--- config.mk ---
export PLATFORM = sky130hd
export DESIGN_NAME = rdbs_top
export DESIGN_NICKNAME = d
export VERILOG_FILES = /design/src/verilog/rdbs_pkg.sv /design/src/verilog/rdbs_top.sv
export SDC_FILE = /design/constraint.sdc
export NUM_CORES = 1
export LEC_CHECK = 0
export BUFFER_PORTS_ARGS = -buffer_cell sky130_fd_sc_hd__buf_2
export CAP_MARGIN = 20
export CORE_MARGIN = 4
export CORE_UTILIZATION = 25
export CTS_CLUSTER_DIAMETER = 60
export DETAILED_ROUTE_END_ITERATION = 12
export PLACE_DENSITY = 0.4
export SLEW_MARGIN = 10
export SYNTH_ARGS = -nofsm -noshare
export SYNTH_HDL_FRONTEND = slang
export SYNTH_SLANG_ARGS = --single-unit
--- constraint.sdc ---
create_clock -name clk_i -period 3.9 [get_ports clk_i]
set_input_delay 0.39 -clock clk_i [delete_from_list [all_inputs] [get_ports clk_i]]
set_output_delay 0.39 -clock clk_i [all_outputs]
set_load 0.01 [all_outputs]
--- src/verilog/rdbs_pkg.sv ---
package rdbs_pkg;

  localparam logic [7:0] RDBS_OFS_MODEM_CTRL = 8'h00;
  localparam logic [7:0] RDBS_OFS_EXTRA_CTRL = 8'h04;
  localparam logic [7:0] RDBS_OFS_ENH_FEAT = 8'h08;
  localparam logic [7:0] RDBS_OFS_DIV_LOW = 8'h0C;
  localparam logic [7:0] RDBS_OFS_DIV_HIGH = 8'h10;
  localparam logic [7:0] RDBS_OFS_SAMPLE_ADJ = 8'h14;
  localparam logic [7:0] RDBS_OFS_FRAC_ADJ = 8'h18;
  localparam logic [7:0] RDBS_OFS_INT_STATUS = 8'h1C;
  localparam logic [7:0] RDBS_OFS_INT_MASK = 8'h20;
  localparam logic [7:0] RDBS_OFS_LINE_STATE = 8'h24;

  localparam int RDBS_MODEM_RTS_BIT = 1;
  localparam int RDBS_MODEM_PRESCALE_BIT = 7;
  localparam int RDBS_EXTRA_MULTIDROP_BIT = 0;
  localparam int RDBS_EXTRA_AUTO_DIR_BIT = 4;
  localparam int RDBS_EXTRA_INVERT_BIT = 5;
  localparam int RDBS_ENH_HW_FLOW_BIT = 6;

  localparam int RDBS_INT_ADDR_BIT = 0;
  localparam int RDBS_INT_TXDONE_BIT = 1;
  localparam int RDBS_INT_WIDTH = 2;

  localparam logic [7:0] RDBS_REG_RESET = 8'h00;
  localparam logic [7:0] RDBS_SAMPLE_BASE = 8'h10;
  localparam logic [1:0] RDBS_PRESCALE_LAST = 2'h3;
  localparam logic [1:0] RDBS_RESP_OKAY = 2'h0;
  localparam logic [1:0] RDBS_RESP_SLVERR = 2'h2;

  typedef struct packed {
    logic [7:0] modem_ctrl;
    logic [7:0] extra_ctrl;
    logic [7:0] enh_feat;
    logic [7:0] div_low;
    logic [7:0] div_high;
    logic [7:0] sra;
    logic [7:0] fsa;
    logic [RDBS_INT_WIDTH-1:0] ist;
    logic [RDBS_INT_WIDTH-1:0] imask;
    logic busy;
    logic rts_n;
    logic [1:0] pre;
    logic [15:0] dcnt;
    logic [7:0] scnt;
    logic tick16;
    logic tickbit;
    logic addr_pulse;
    logic bvalid;
    logic [1:0] bresp;
    logic rvalid;
    logic [31:0] rdata;
    logic [1:0] rresp;
  } rdbs_state_t;

endpackage

--- src/verilog/rdbs_top.sv ---
// Local design decisions: the register offsets and the AXI4-Lite register port.
`timescale 1ns/100ps
// Summary of operation
// - Otherwise modem control bit 1 drives RTS.
// - Flow control drives RTS when auto-direction off.
// - Auto-direction bit 4 overrides other RTS sources.
// - Auto mode: FIFO write drives RTS low.
// - Auto mode: RTS high after last bit.
// - Bit 5 inverts RTS in auto mode.
// - Bit 0 selects multidrop 9-bit receive.
// - Parity-one character is address, raises interrupt.
// - Prescale, 16-bit divisor, then sample rate.
// - Zero divisor gives no baud clock.
module rdbs_top
  import rdbs_pkg::*;
(
  input wire logic clk_i,
  input wire logic rst_b_i,
  input wire logic [31:0] s_axi_awaddr_i,
  input wire logic s_axi_awvalid_i,
  output logic s_axi_awready_o,
  input wire logic [31:0] s_axi_wdata_i,
  input wire logic [3:0] s_axi_wstrb_i,
  input wire logic s_axi_wvalid_i,
  output logic s_axi_wready_o,
  output logic [1:0] s_axi_bresp_o,
  output logic s_axi_bvalid_o,
  input wire logic s_axi_bready_i,
  input wire logic [31:0] s_axi_araddr_i,
  input wire logic s_axi_arvalid_i,
  output logic s_axi_arready_o,
  output logic [31:0] s_axi_rdata_o,
  output logic [1:0] s_axi_rresp_o,
  output logic s_axi_rvalid_o,
  input wire logic s_axi_rready_i,
  input wire logic tx_fifo_wr_i,
  input wire logic tx_fifo_empty_i,
  input wire logic tx_shift_empty_i,
  input wire logic flow_rts_n_i,
  input wire logic rx_char_valid_i,
  input wire logic rx_parity_i,
  output logic rts_n_o,
  output logic baud16_tick_o,
  output logic baud_bit_tick_o,
  output logic addr_char_o,
  output logic irq_o
);

  rdbs_state_t s_ff;
  rdbs_state_t nxt_s;
  logic wr_go;
  logic rd_go;
  logic [15:0] divisor;
  logic [7:0] sample_rate;
  logic tx_idle;

  assign divisor = {s_ff.div_high, s_ff.div_low};
  assign sample_rate = RDBS_SAMPLE_BASE - s_ff.sra + s_ff.fsa;
  assign tx_idle = tx_fifo_empty_i && tx_shift_empty_i;

  // Both write channels are taken in one edge, so a lone address waits.
  assign wr_go = s_axi_awvalid_i && s_axi_wvalid_i && !s_ff.bvalid;
  assign rd_go = s_axi_arvalid_i && !s_ff.rvalid;
  assign s_axi_awready_o = wr_go;
  assign s_axi_wready_o = wr_go;
  assign s_axi_arready_o = rd_go;
  assign s_axi_bvalid_o = s_ff.bvalid;
  assign s_axi_bresp_o = s_ff.bresp;
  assign s_axi_rvalid_o = s_ff.rvalid;
  assign s_axi_rdata_o = s_ff.rdata;
  assign s_axi_rresp_o = s_ff.rresp;
  assign rts_n_o = s_ff.rts_n;
  assign baud16_tick_o = s_ff.tick16;
  assign baud_bit_tick_o = s_ff.tickbit;
  assign addr_char_o = s_ff.addr_pulse;
  assign irq_o = |(s_ff.ist & s_ff.imask);

  always_comb begin
    logic pre_en;
    logic tx_done;
    logic rd_ist;
    logic [RDBS_INT_WIDTH-1:0] ev;
    pre_en = 1'b0;
    tx_done = 1'b0;
    rd_ist = 1'b0;
    ev = '0;
    nxt_s = s_ff;
    nxt_s.tick16 = 1'b0;
    nxt_s.tickbit = 1'b0;
    nxt_s.addr_pulse = 1'b0;

    // The divisor counter is held at zero while both bytes are zero.
    pre_en = !s_ff.modem_ctrl[RDBS_MODEM_PRESCALE_BIT] ||
             (s_ff.pre == RDBS_PRESCALE_LAST);
    if (divisor == 16'h0000) begin
      nxt_s.pre = 2'h0;
      nxt_s.dcnt = 16'h0000;
      nxt_s.scnt = 8'h00;
    end else begin
      nxt_s.pre = s_ff.pre + 2'h1;
      if (pre_en) begin
        if (s_ff.dcnt >= divisor - 16'h0001) begin
          nxt_s.dcnt = 16'h0000;
          nxt_s.tick16 = 1'b1;
          if (s_ff.scnt >= sample_rate - 8'h01) begin
            nxt_s.scnt = 8'h00;
            nxt_s.tickbit = 1'b1;
          end else begin
            nxt_s.scnt = s_ff.scnt + 8'h01;
          end
        end else begin
          nxt_s.dcnt = s_ff.dcnt + 16'h0001;
        end
      end
    end

    // A write in the same cycle as the drain keeps the line turned round.
    if (!s_ff.extra_ctrl[RDBS_EXTRA_AUTO_DIR_BIT]) begin
      nxt_s.busy = 1'b0;
    end else if (tx_fifo_wr_i) begin
      nxt_s.busy = 1'b1;
    end else if (tx_idle) begin
      nxt_s.busy = 1'b0;
    end
    tx_done = s_ff.busy && !nxt_s.busy;

    if (s_ff.extra_ctrl[RDBS_EXTRA_AUTO_DIR_BIT]) begin
      nxt_s.rts_n = !nxt_s.busy ^
                    s_ff.extra_ctrl[RDBS_EXTRA_INVERT_BIT];
    end else if (s_ff.enh_feat[RDBS_ENH_HW_FLOW_BIT]) begin
      nxt_s.rts_n = flow_rts_n_i;
    end else begin
      nxt_s.rts_n = !s_ff.modem_ctrl[RDBS_MODEM_RTS_BIT];
    end

    if (s_ff.extra_ctrl[RDBS_EXTRA_MULTIDROP_BIT] && rx_char_valid_i &&
        rx_parity_i) begin
      nxt_s.addr_pulse = 1'b1;
    end
    ev[RDBS_INT_ADDR_BIT] = nxt_s.addr_pulse;
    ev[RDBS_INT_TXDONE_BIT] = tx_done;

    if (s_ff.bvalid && s_axi_bready_i) begin
      nxt_s.bvalid = 1'b0;
    end
    if (wr_go) begin
      nxt_s.bvalid = 1'b1;
      nxt_s.bresp = RDBS_RESP_OKAY;
      if (s_axi_wstrb_i[0]) begin
        case (s_axi_awaddr_i[7:0])
          RDBS_OFS_MODEM_CTRL: nxt_s.modem_ctrl = s_axi_wdata_i[7:0];
          RDBS_OFS_EXTRA_CTRL: nxt_s.extra_ctrl = s_axi_wdata_i[7:0];
          RDBS_OFS_ENH_FEAT: nxt_s.enh_feat = s_axi_wdata_i[7:0];
          RDBS_OFS_DIV_LOW: nxt_s.div_low = s_axi_wdata_i[7:0];
          RDBS_OFS_DIV_HIGH: nxt_s.div_high = s_axi_wdata_i[7:0];
          RDBS_OFS_SAMPLE_ADJ: nxt_s.sra = s_axi_wdata_i[7:0];
          RDBS_OFS_FRAC_ADJ: nxt_s.fsa = s_axi_wdata_i[7:0];
          RDBS_OFS_INT_MASK:
            nxt_s.imask = s_axi_wdata_i[RDBS_INT_WIDTH-1:0];
          RDBS_OFS_INT_STATUS, RDBS_OFS_LINE_STATE: ;
          default: nxt_s.bresp = RDBS_RESP_SLVERR;
        endcase
      end
      if (s_axi_awaddr_i[31:8] != 24'h000000) begin
        nxt_s.bresp = RDBS_RESP_SLVERR;
      end
    end

    if (s_ff.rvalid && s_axi_rready_i) begin
      nxt_s.rvalid = 1'b0;
    end
    if (rd_go) begin
      nxt_s.rvalid = 1'b1;
      nxt_s.rresp = RDBS_RESP_OKAY;
      nxt_s.rdata = 32'h00000000;
      case (s_axi_araddr_i[7:0])
        RDBS_OFS_MODEM_CTRL: nxt_s.rdata[7:0] = s_ff.modem_ctrl;
        RDBS_OFS_EXTRA_CTRL: nxt_s.rdata[7:0] = s_ff.extra_ctrl;
        RDBS_OFS_ENH_FEAT: nxt_s.rdata[7:0] = s_ff.enh_feat;
        RDBS_OFS_DIV_LOW: nxt_s.rdata[7:0] = s_ff.div_low;
        RDBS_OFS_DIV_HIGH: nxt_s.rdata[7:0] = s_ff.div_high;
        RDBS_OFS_SAMPLE_ADJ: nxt_s.rdata[7:0] = s_ff.sra;
        RDBS_OFS_FRAC_ADJ: nxt_s.rdata[7:0] = s_ff.fsa;
        RDBS_OFS_INT_STATUS: begin
          nxt_s.rdata[RDBS_INT_WIDTH-1:0] = s_ff.ist;
          rd_ist = 1'b1;
        end
        RDBS_OFS_INT_MASK:
          nxt_s.rdata[RDBS_INT_WIDTH-1:0] = s_ff.imask;
        RDBS_OFS_LINE_STATE:
          nxt_s.rdata[2:0] = {divisor != 16'h0000, s_ff.rts_n, s_ff.busy};
        default: nxt_s.rresp = RDBS_RESP_SLVERR;
      endcase
      if (s_axi_araddr_i[31:8] != 24'h000000) begin
        nxt_s.rresp = RDBS_RESP_SLVERR;
        nxt_s.rdata = 32'h00000000;
        rd_ist = 1'b0;
      end
    end

    // The clear by read comes first, so an event in that cycle survives.
    nxt_s.ist = (rd_ist ? '0 : s_ff.ist) | ev;
  end

  always_ff @(posedge clk_i) begin
    if (!rst_b_i) begin
      s_ff <= '0;
      s_ff.rts_n <= 1'b1;
    end else begin
      s_ff <= nxt_s;
    end
  end

  a_rts_manual: assert property (@(posedge clk_i)
    disable iff (!rst_b_i)
    (!s_ff.extra_ctrl[RDBS_EXTRA_AUTO_DIR_BIT] &&
     !s_ff.enh_feat[RDBS_ENH_HW_FLOW_BIT])
    |=> (rts_n_o == !$past(s_ff.modem_ctrl[RDBS_MODEM_RTS_BIT])))
    else $error("RTS does not follow the modem control bit.");

  a_rts_flow: assert property (@(posedge clk_i)
    disable iff (!rst_b_i)
    (!s_ff.extra_ctrl[RDBS_EXTRA_AUTO_DIR_BIT] &&
     s_ff.enh_feat[RDBS_ENH_HW_FLOW_BIT])
    |=> (rts_n_o == $past(flow_rts_n_i)))
    else $error("RTS does not follow flow control.");

  a_auto_assert: assert property (@(posedge clk_i)
    disable iff (!rst_b_i)
    (s_ff.extra_ctrl[RDBS_EXTRA_AUTO_DIR_BIT] &&
     !s_ff.extra_ctrl[RDBS_EXTRA_INVERT_BIT] && tx_fifo_wr_i) |=> !rts_n_o)
    else $error("RTS not driven low after FIFO write.");

  a_auto_invert: assert property (@(posedge clk_i)
    disable iff (!rst_b_i)
    (s_ff.extra_ctrl[RDBS_EXTRA_AUTO_DIR_BIT] &&
     s_ff.extra_ctrl[RDBS_EXTRA_INVERT_BIT] && tx_fifo_wr_i) |=> rts_n_o)
    else $error("Inverted RTS not high after FIFO write.");

  a_auto_release: assert property (@(posedge clk_i)
    disable iff (!rst_b_i)
    (s_ff.extra_ctrl[RDBS_EXTRA_AUTO_DIR_BIT] &&
     !s_ff.extra_ctrl[RDBS_EXTRA_INVERT_BIT] &&
     s_ff.busy && tx_idle && !tx_fifo_wr_i) |=> rts_n_o)
    else $error("RTS not released after the last bit.");

  a_auto_hold: assert property (@(posedge clk_i)
    disable iff (!rst_b_i)
    (s_ff.extra_ctrl[RDBS_EXTRA_AUTO_DIR_BIT] && s_ff.busy && !tx_idle
     && !wr_go) |=> (s_ff.busy && $stable(rts_n_o)))
    else $error("RTS dropped before the transmitter drained.");

  a_zero_divisor: assert property (@(posedge clk_i)
    disable iff (!rst_b_i)
    (divisor == 16'h0000) |=> (!baud16_tick_o && !baud_bit_tick_o))
    else $error("Baud tick with zero divisor.");

  a_div_one: assert property (@(posedge clk_i)
    disable iff (!rst_b_i)
    (divisor == 16'h0001 && !s_ff.modem_ctrl[RDBS_MODEM_PRESCALE_BIT])
    |=> baud16_tick_o)
    else $error("Divisor one without prescale missed a tick.");

  a_addr_detect: assert property (@(posedge clk_i)
    disable iff (!rst_b_i)
    (s_ff.extra_ctrl[RDBS_EXTRA_MULTIDROP_BIT] && rx_char_valid_i &&
     rx_parity_i) |=> (addr_char_o && s_ff.ist[RDBS_INT_ADDR_BIT]))
    else $error("Address character not flagged.");

  a_addr_off: assert property (@(posedge clk_i)
    disable iff (!rst_b_i)
    !s_ff.extra_ctrl[RDBS_EXTRA_MULTIDROP_BIT] |=> !addr_char_o)
    else $error("Address flag outside multidrop mode.");

endmodule

==> results by stage <==
Critical path:
- The kind of end point of the critical path is a flip-flop.
- The worst endpoint required time is 4.19 ns.
- The arrival time of the worst setup path is 3.75 ns.
- The reg-to-reg endpoint is s_ff[57]$_SDFFE_PP0N_.
- The worst register-to-register path begins at divisor[1]$_SDFFE_PN0P_.
- The worst register-to-register path has a setup slack of approximately 0.44 ns.
- The worst setup path is launched from a flip-flop.
- The kind of critical path is flip-flop to flip-flop.
- The number of cells traversed by the worst register-to-register path is 14.
- In this run the worst path has a maximum fanout of 16.

STA:
- The max-slew violation count came to 0.
- Setup violations remaining at the end of the flow were counted as 0.
- Static timing analysis puts the maximum clock frequency at 289.1 MHz.
- The setup skew after layout is ~0.015 ns.
- The final critical delay including setup and external delays is approximately 3.5 ns.
- The slew at the pin with the worst max-slew slack is ~0.88 ns.
- Setup repair after global routing left no endpoint under its margin.
- The smallest setup slack after layout is roughly 0.44 ns.
- The final hold violation count is 0.
- In this run the tightest slew margin relative to its limit is approximately two fifths.
- The worst path uses between 80% and 90% of the clock period.
- The setup TNS after final layout is 0 ns.

Floorplan:
- Pin placement for this block handled between 150 and 200 I/O pins.
- The die boundary height is between 150 and 200 um.
- The number of cell rows is 57.
- The core area is 24460 um^2.
- The die covers around 28000 um^2.
- From left edge to right edge, the die measures 166.1 um.
- For this configuration, the core starts out at a cell density of about a quarter.

Clock tree:
- Counting along the longest clock path gives a buffer depth of 2.
- The count of buffers added by post-CTS timing repair for setup is 0.
- Buffers inserted during clock tree synthesis total 9.
- The CTS H-tree depth is 3.
- The clock tree root driver cell is clkbuf_16.
- The clock-pin slew of the registers on the worst-case setup and hold paths is around 0.090 ns.
- The total clock sinks is around 100.
- The clock reaches the later pin of the worst-skew pair after roughly 0.37 ns.
- TritonCTS built the clock tree.

Power and ir drop:
- VDD sags by at most about 0.20 mV.
- In this run the power density over the cells is between 300 and 400 nW/um^2.
- Summed over all cells, the static leakage comes to 2.912 nW.
- The total power is 2.215 mW.

Routing:
- For this block, the initial DRC count from the detailed router was roughly 260.
- The iteration count of the initial detailed-routing pass is 4.
- After detailed routing, the number of remaining DRC violations is 0.
- The top layer used by detailed routing is met4.
- The average vias per placed instance is 4.565.
- In the detailed route, the total length drawn on met3 is around 820 um.
- The detailed router placed between 5000 and 6000 vias in this run.
- The sum of routed wire segments on met1 is about 8.7 mm.
- The final layout contains routed wiring with a total length of 18.47 mm.
- After detailed routing, the average wire length per cell comes to ~16 um.
- The antenna violation net count after detailed routing is 0.
- The wire length on met2 is ~8.6 mm.

Hold path:
- The worst hold path terminates at s_axi_rvalid_o$_SDFFE_PN0P_.
- The cell depth of the worst min-delay path is 2.
- The tightest min-delay check is of the primary input to flip-flop type.
- The startpoint identified for the worst hold timing path is s_axi_arvalid_i.

Layout:
- Of the cells placed in the final design, the portion with a size suffix greater than 1 is ~18%.
- The layout overhead on the synthesized area is 15.75%.
- 0 antenna diodes ended up in the layout.
- Cells fill between 20 and 30% of the core in the end.
- The number of flip-flops in the largest register is 71.
- The register with the most flip-flops is s_ff.
- The total number of nets in the final design is 990.

Yosys:
- Synthesis produced a netlist whose cell count is ~760.
- The number of warning messages in the yosys log is 0.
- The proportion of synthesized chip area in sequential cells is around a third.
- The library cell occupying the most area in the post-synthesis netlist is dfxtp_1.
- Among all flip-flop cells after synthesis, the most frequent one is dfxtp_1.
- The cell area after synthesis is about 6300 um^2.
- After synthesis, the cell types taking the most area are dfxtp_1 (33%), ha_1 (8.2%), nand2_1 (7.6%), a21boi_0 (5.8%), buf_4 (4.4%).
- Each instance of the synthesized netlist takes up on average approximately 8.3 um^2.
- The most frequent cell after synthesis is nand2_1.
- The share of async-settable or async-resettable flops after synthesis is 0%.
- The number of synthesized flops with an enable pin is 0.
- The count of different cell masters after synthesis is between 60 and 70.
- The portion of synthesized cell area occupied by the leading cell type is 32.99%.
- Sorting the synthesized cells by how often they occur yields nand2_1 (127), dfxtp_1 (103), a21boi_0 (48), nand3_1 (47), ha_1 (41).
- The register bit count reported by yosys is roughly 100.

GRT:
- The pin count of the biggest net entering global routing is between 50 and 60.
- The first global-routing pass estimated approximately 30 mm of wire.
- The number of global-route vias before repair is 5325.
- The initial antenna violation count is 0.
- The total global routing overflow is 0.
- Global routing used 13.51% of the available tracks.

Placement:
- Prior to clock tree synthesis, the placed netlist has a worst setup slack of ~0.36 ns.
- The final weighted congestion of routability-driven global placement is roughly 0.76.
- The HPWL reported at the end of detailed placement is about 14 mm.
- Input and output buffers added on the ports amount to ~110.

Run:
- Max-cap violations in this run came to 0.

Run status:
- The flow ran to the end, and the final reports show no timing, DRC or antenna violations.
[layout make-up]
cell class / instances / area (um^2)
inverter: 24 / 90.09
clock buffer: 9 / 225.2
fill: 2645 / 17230
tap: 324 / 405.4
timing repair buffer: 112 / 578.1
sequential: 103 / 2062
multi-input combinational: 585 / 3777
clock inverter: 7 / 97.59
[through the flow]
step                      instances  hold slack [ns]  cell area, um^2
after detailed placement       1148           0.4152             6910
after floorplan                 781           0.3992             6345
after CTS                      1164           0.2424             7233
after global routing           1164           0.2587             7236
after global placement         1148           0.4181             6910
final                          1164           0.2566             7236
[worst max-delay path by stage]
stage | startpoint | end | slack, ns
2_1_floorplan | s_ff[82]$_SDFFE_PN0P_ | s_ff[41]$_SDFFE_PP0P_ | 0.72
4_1_cts | divisor[1]$_SDFFE_PN0P_ | s_ff[54]$_SDFFE_PP0N_ | 0.33
6_report | divisor[1]$_SDFFE_PN0P_ | s_ff[57]$_SDFFE_PP0N_ | 0.44
3_5_place_dp | divisor[1]$_SDFFE_PN0P_ | s_ff[61]$_SDFFE_PP0N_ | 0.36
3_3_place_gp | s_ff[82]$_SDFFE_PN0P_ | s_ff[41]$_SDFFE_PP0P_ | 0.40
5_1_grt | s_ff[82]$_SDFFE_PN0P_ | s_ff[48]$_SDFFE_PP0P_ | 0.06
[power breakdown]
part / switching [mW] / internal, mW / leakage [nW] / total (mW)
clock: 0.482 / 0.523 / 0.159 / 1.01
sequential: 0.00207 / 1.05 / 0.830 / 1.06
combinational: 0.0949 / 0.0592 / 1.92 / 0.154
[critical path, stage by stage (launching register included)]
cell      delay (ns)
dfxtp_1         0.33
inv_1           0.15
ha_1            0.23
or4b_1          0.50
nor3_2          0.22
nand2_1         0.10
xor2_1          0.16
ha_1            0.29
and4_1          0.22
a21oi_1         0.13
o221ai_1        0.15
o31ai_2         0.34
buf_4           0.27
nand2_4         0.15
nor2_1          0.14
[per-layer routing]
layer	vias up	GRT usage (%)
met5	-	0
met4	0	3.838
met3	18	2.190
met2	130	21.98
met1	2416	18.55
li1	2750	-
[cell usage in the layout (no fill, tap or decap), drive strengths merged, types with 4 or more instances in the layout]
cell type / Yosys / routed
nand2: 128 / 128
buf: 52 / 112
dfxtp: 103 / 103
a21boi: 48 / 48
nand3: 48 / 48
ha: 41 / 41
nor2: 40 / 40
inv: 24 / 29
conb: 1 / 26
o21ai: 26 / 26
a21oi: 25 / 25
mux2i: 21 / 21
nor2b: 20 / 20
xor2: 18 / 18
nor4: 18 / 18
xnor2: 17 / 17
o22ai: 10 / 10
clkbuf: 17 / 9
nand4: 9 / 9
nor3: 9 / 9
and3: 7 / 7
or3: 6 / 6
nand2b: 6 / 6
a22oi: 5 / 5
and2: 5 / 5
o21a: 4 / 4
a21o: 4 / 4
nor3b: 4 / 4
[kinds of logic (layout without fill, tap and decap cells)]
logic type               count (synthesis)  in the layout  share of synthesized area (%)
AND/OR/NAND/NOR                        311            311                          24.80
AO/OA/AOI/OAI                          146            146                          15.87
other                                    1             26                        0.05999
multiplexers                            25             25                          4.624
XOR/XNOR                                35             35                          4.904
buffers and inverters                   93            152                          8.227
adder cells (fa/ha/maj)                 42             42                          8.527
flip-flops                             103            103                          32.99
[repair_timing]
| action | in CTS | in global routing |
|---|---|---|
| resized for setup | 0 | 1 |
| hold buffers | 0 | 0 |
| endpoints found under the setup margin | 0 | 1 |
| hold endpoints to repair | 0 | 0 |
Power figures use the tool's default switching activity.
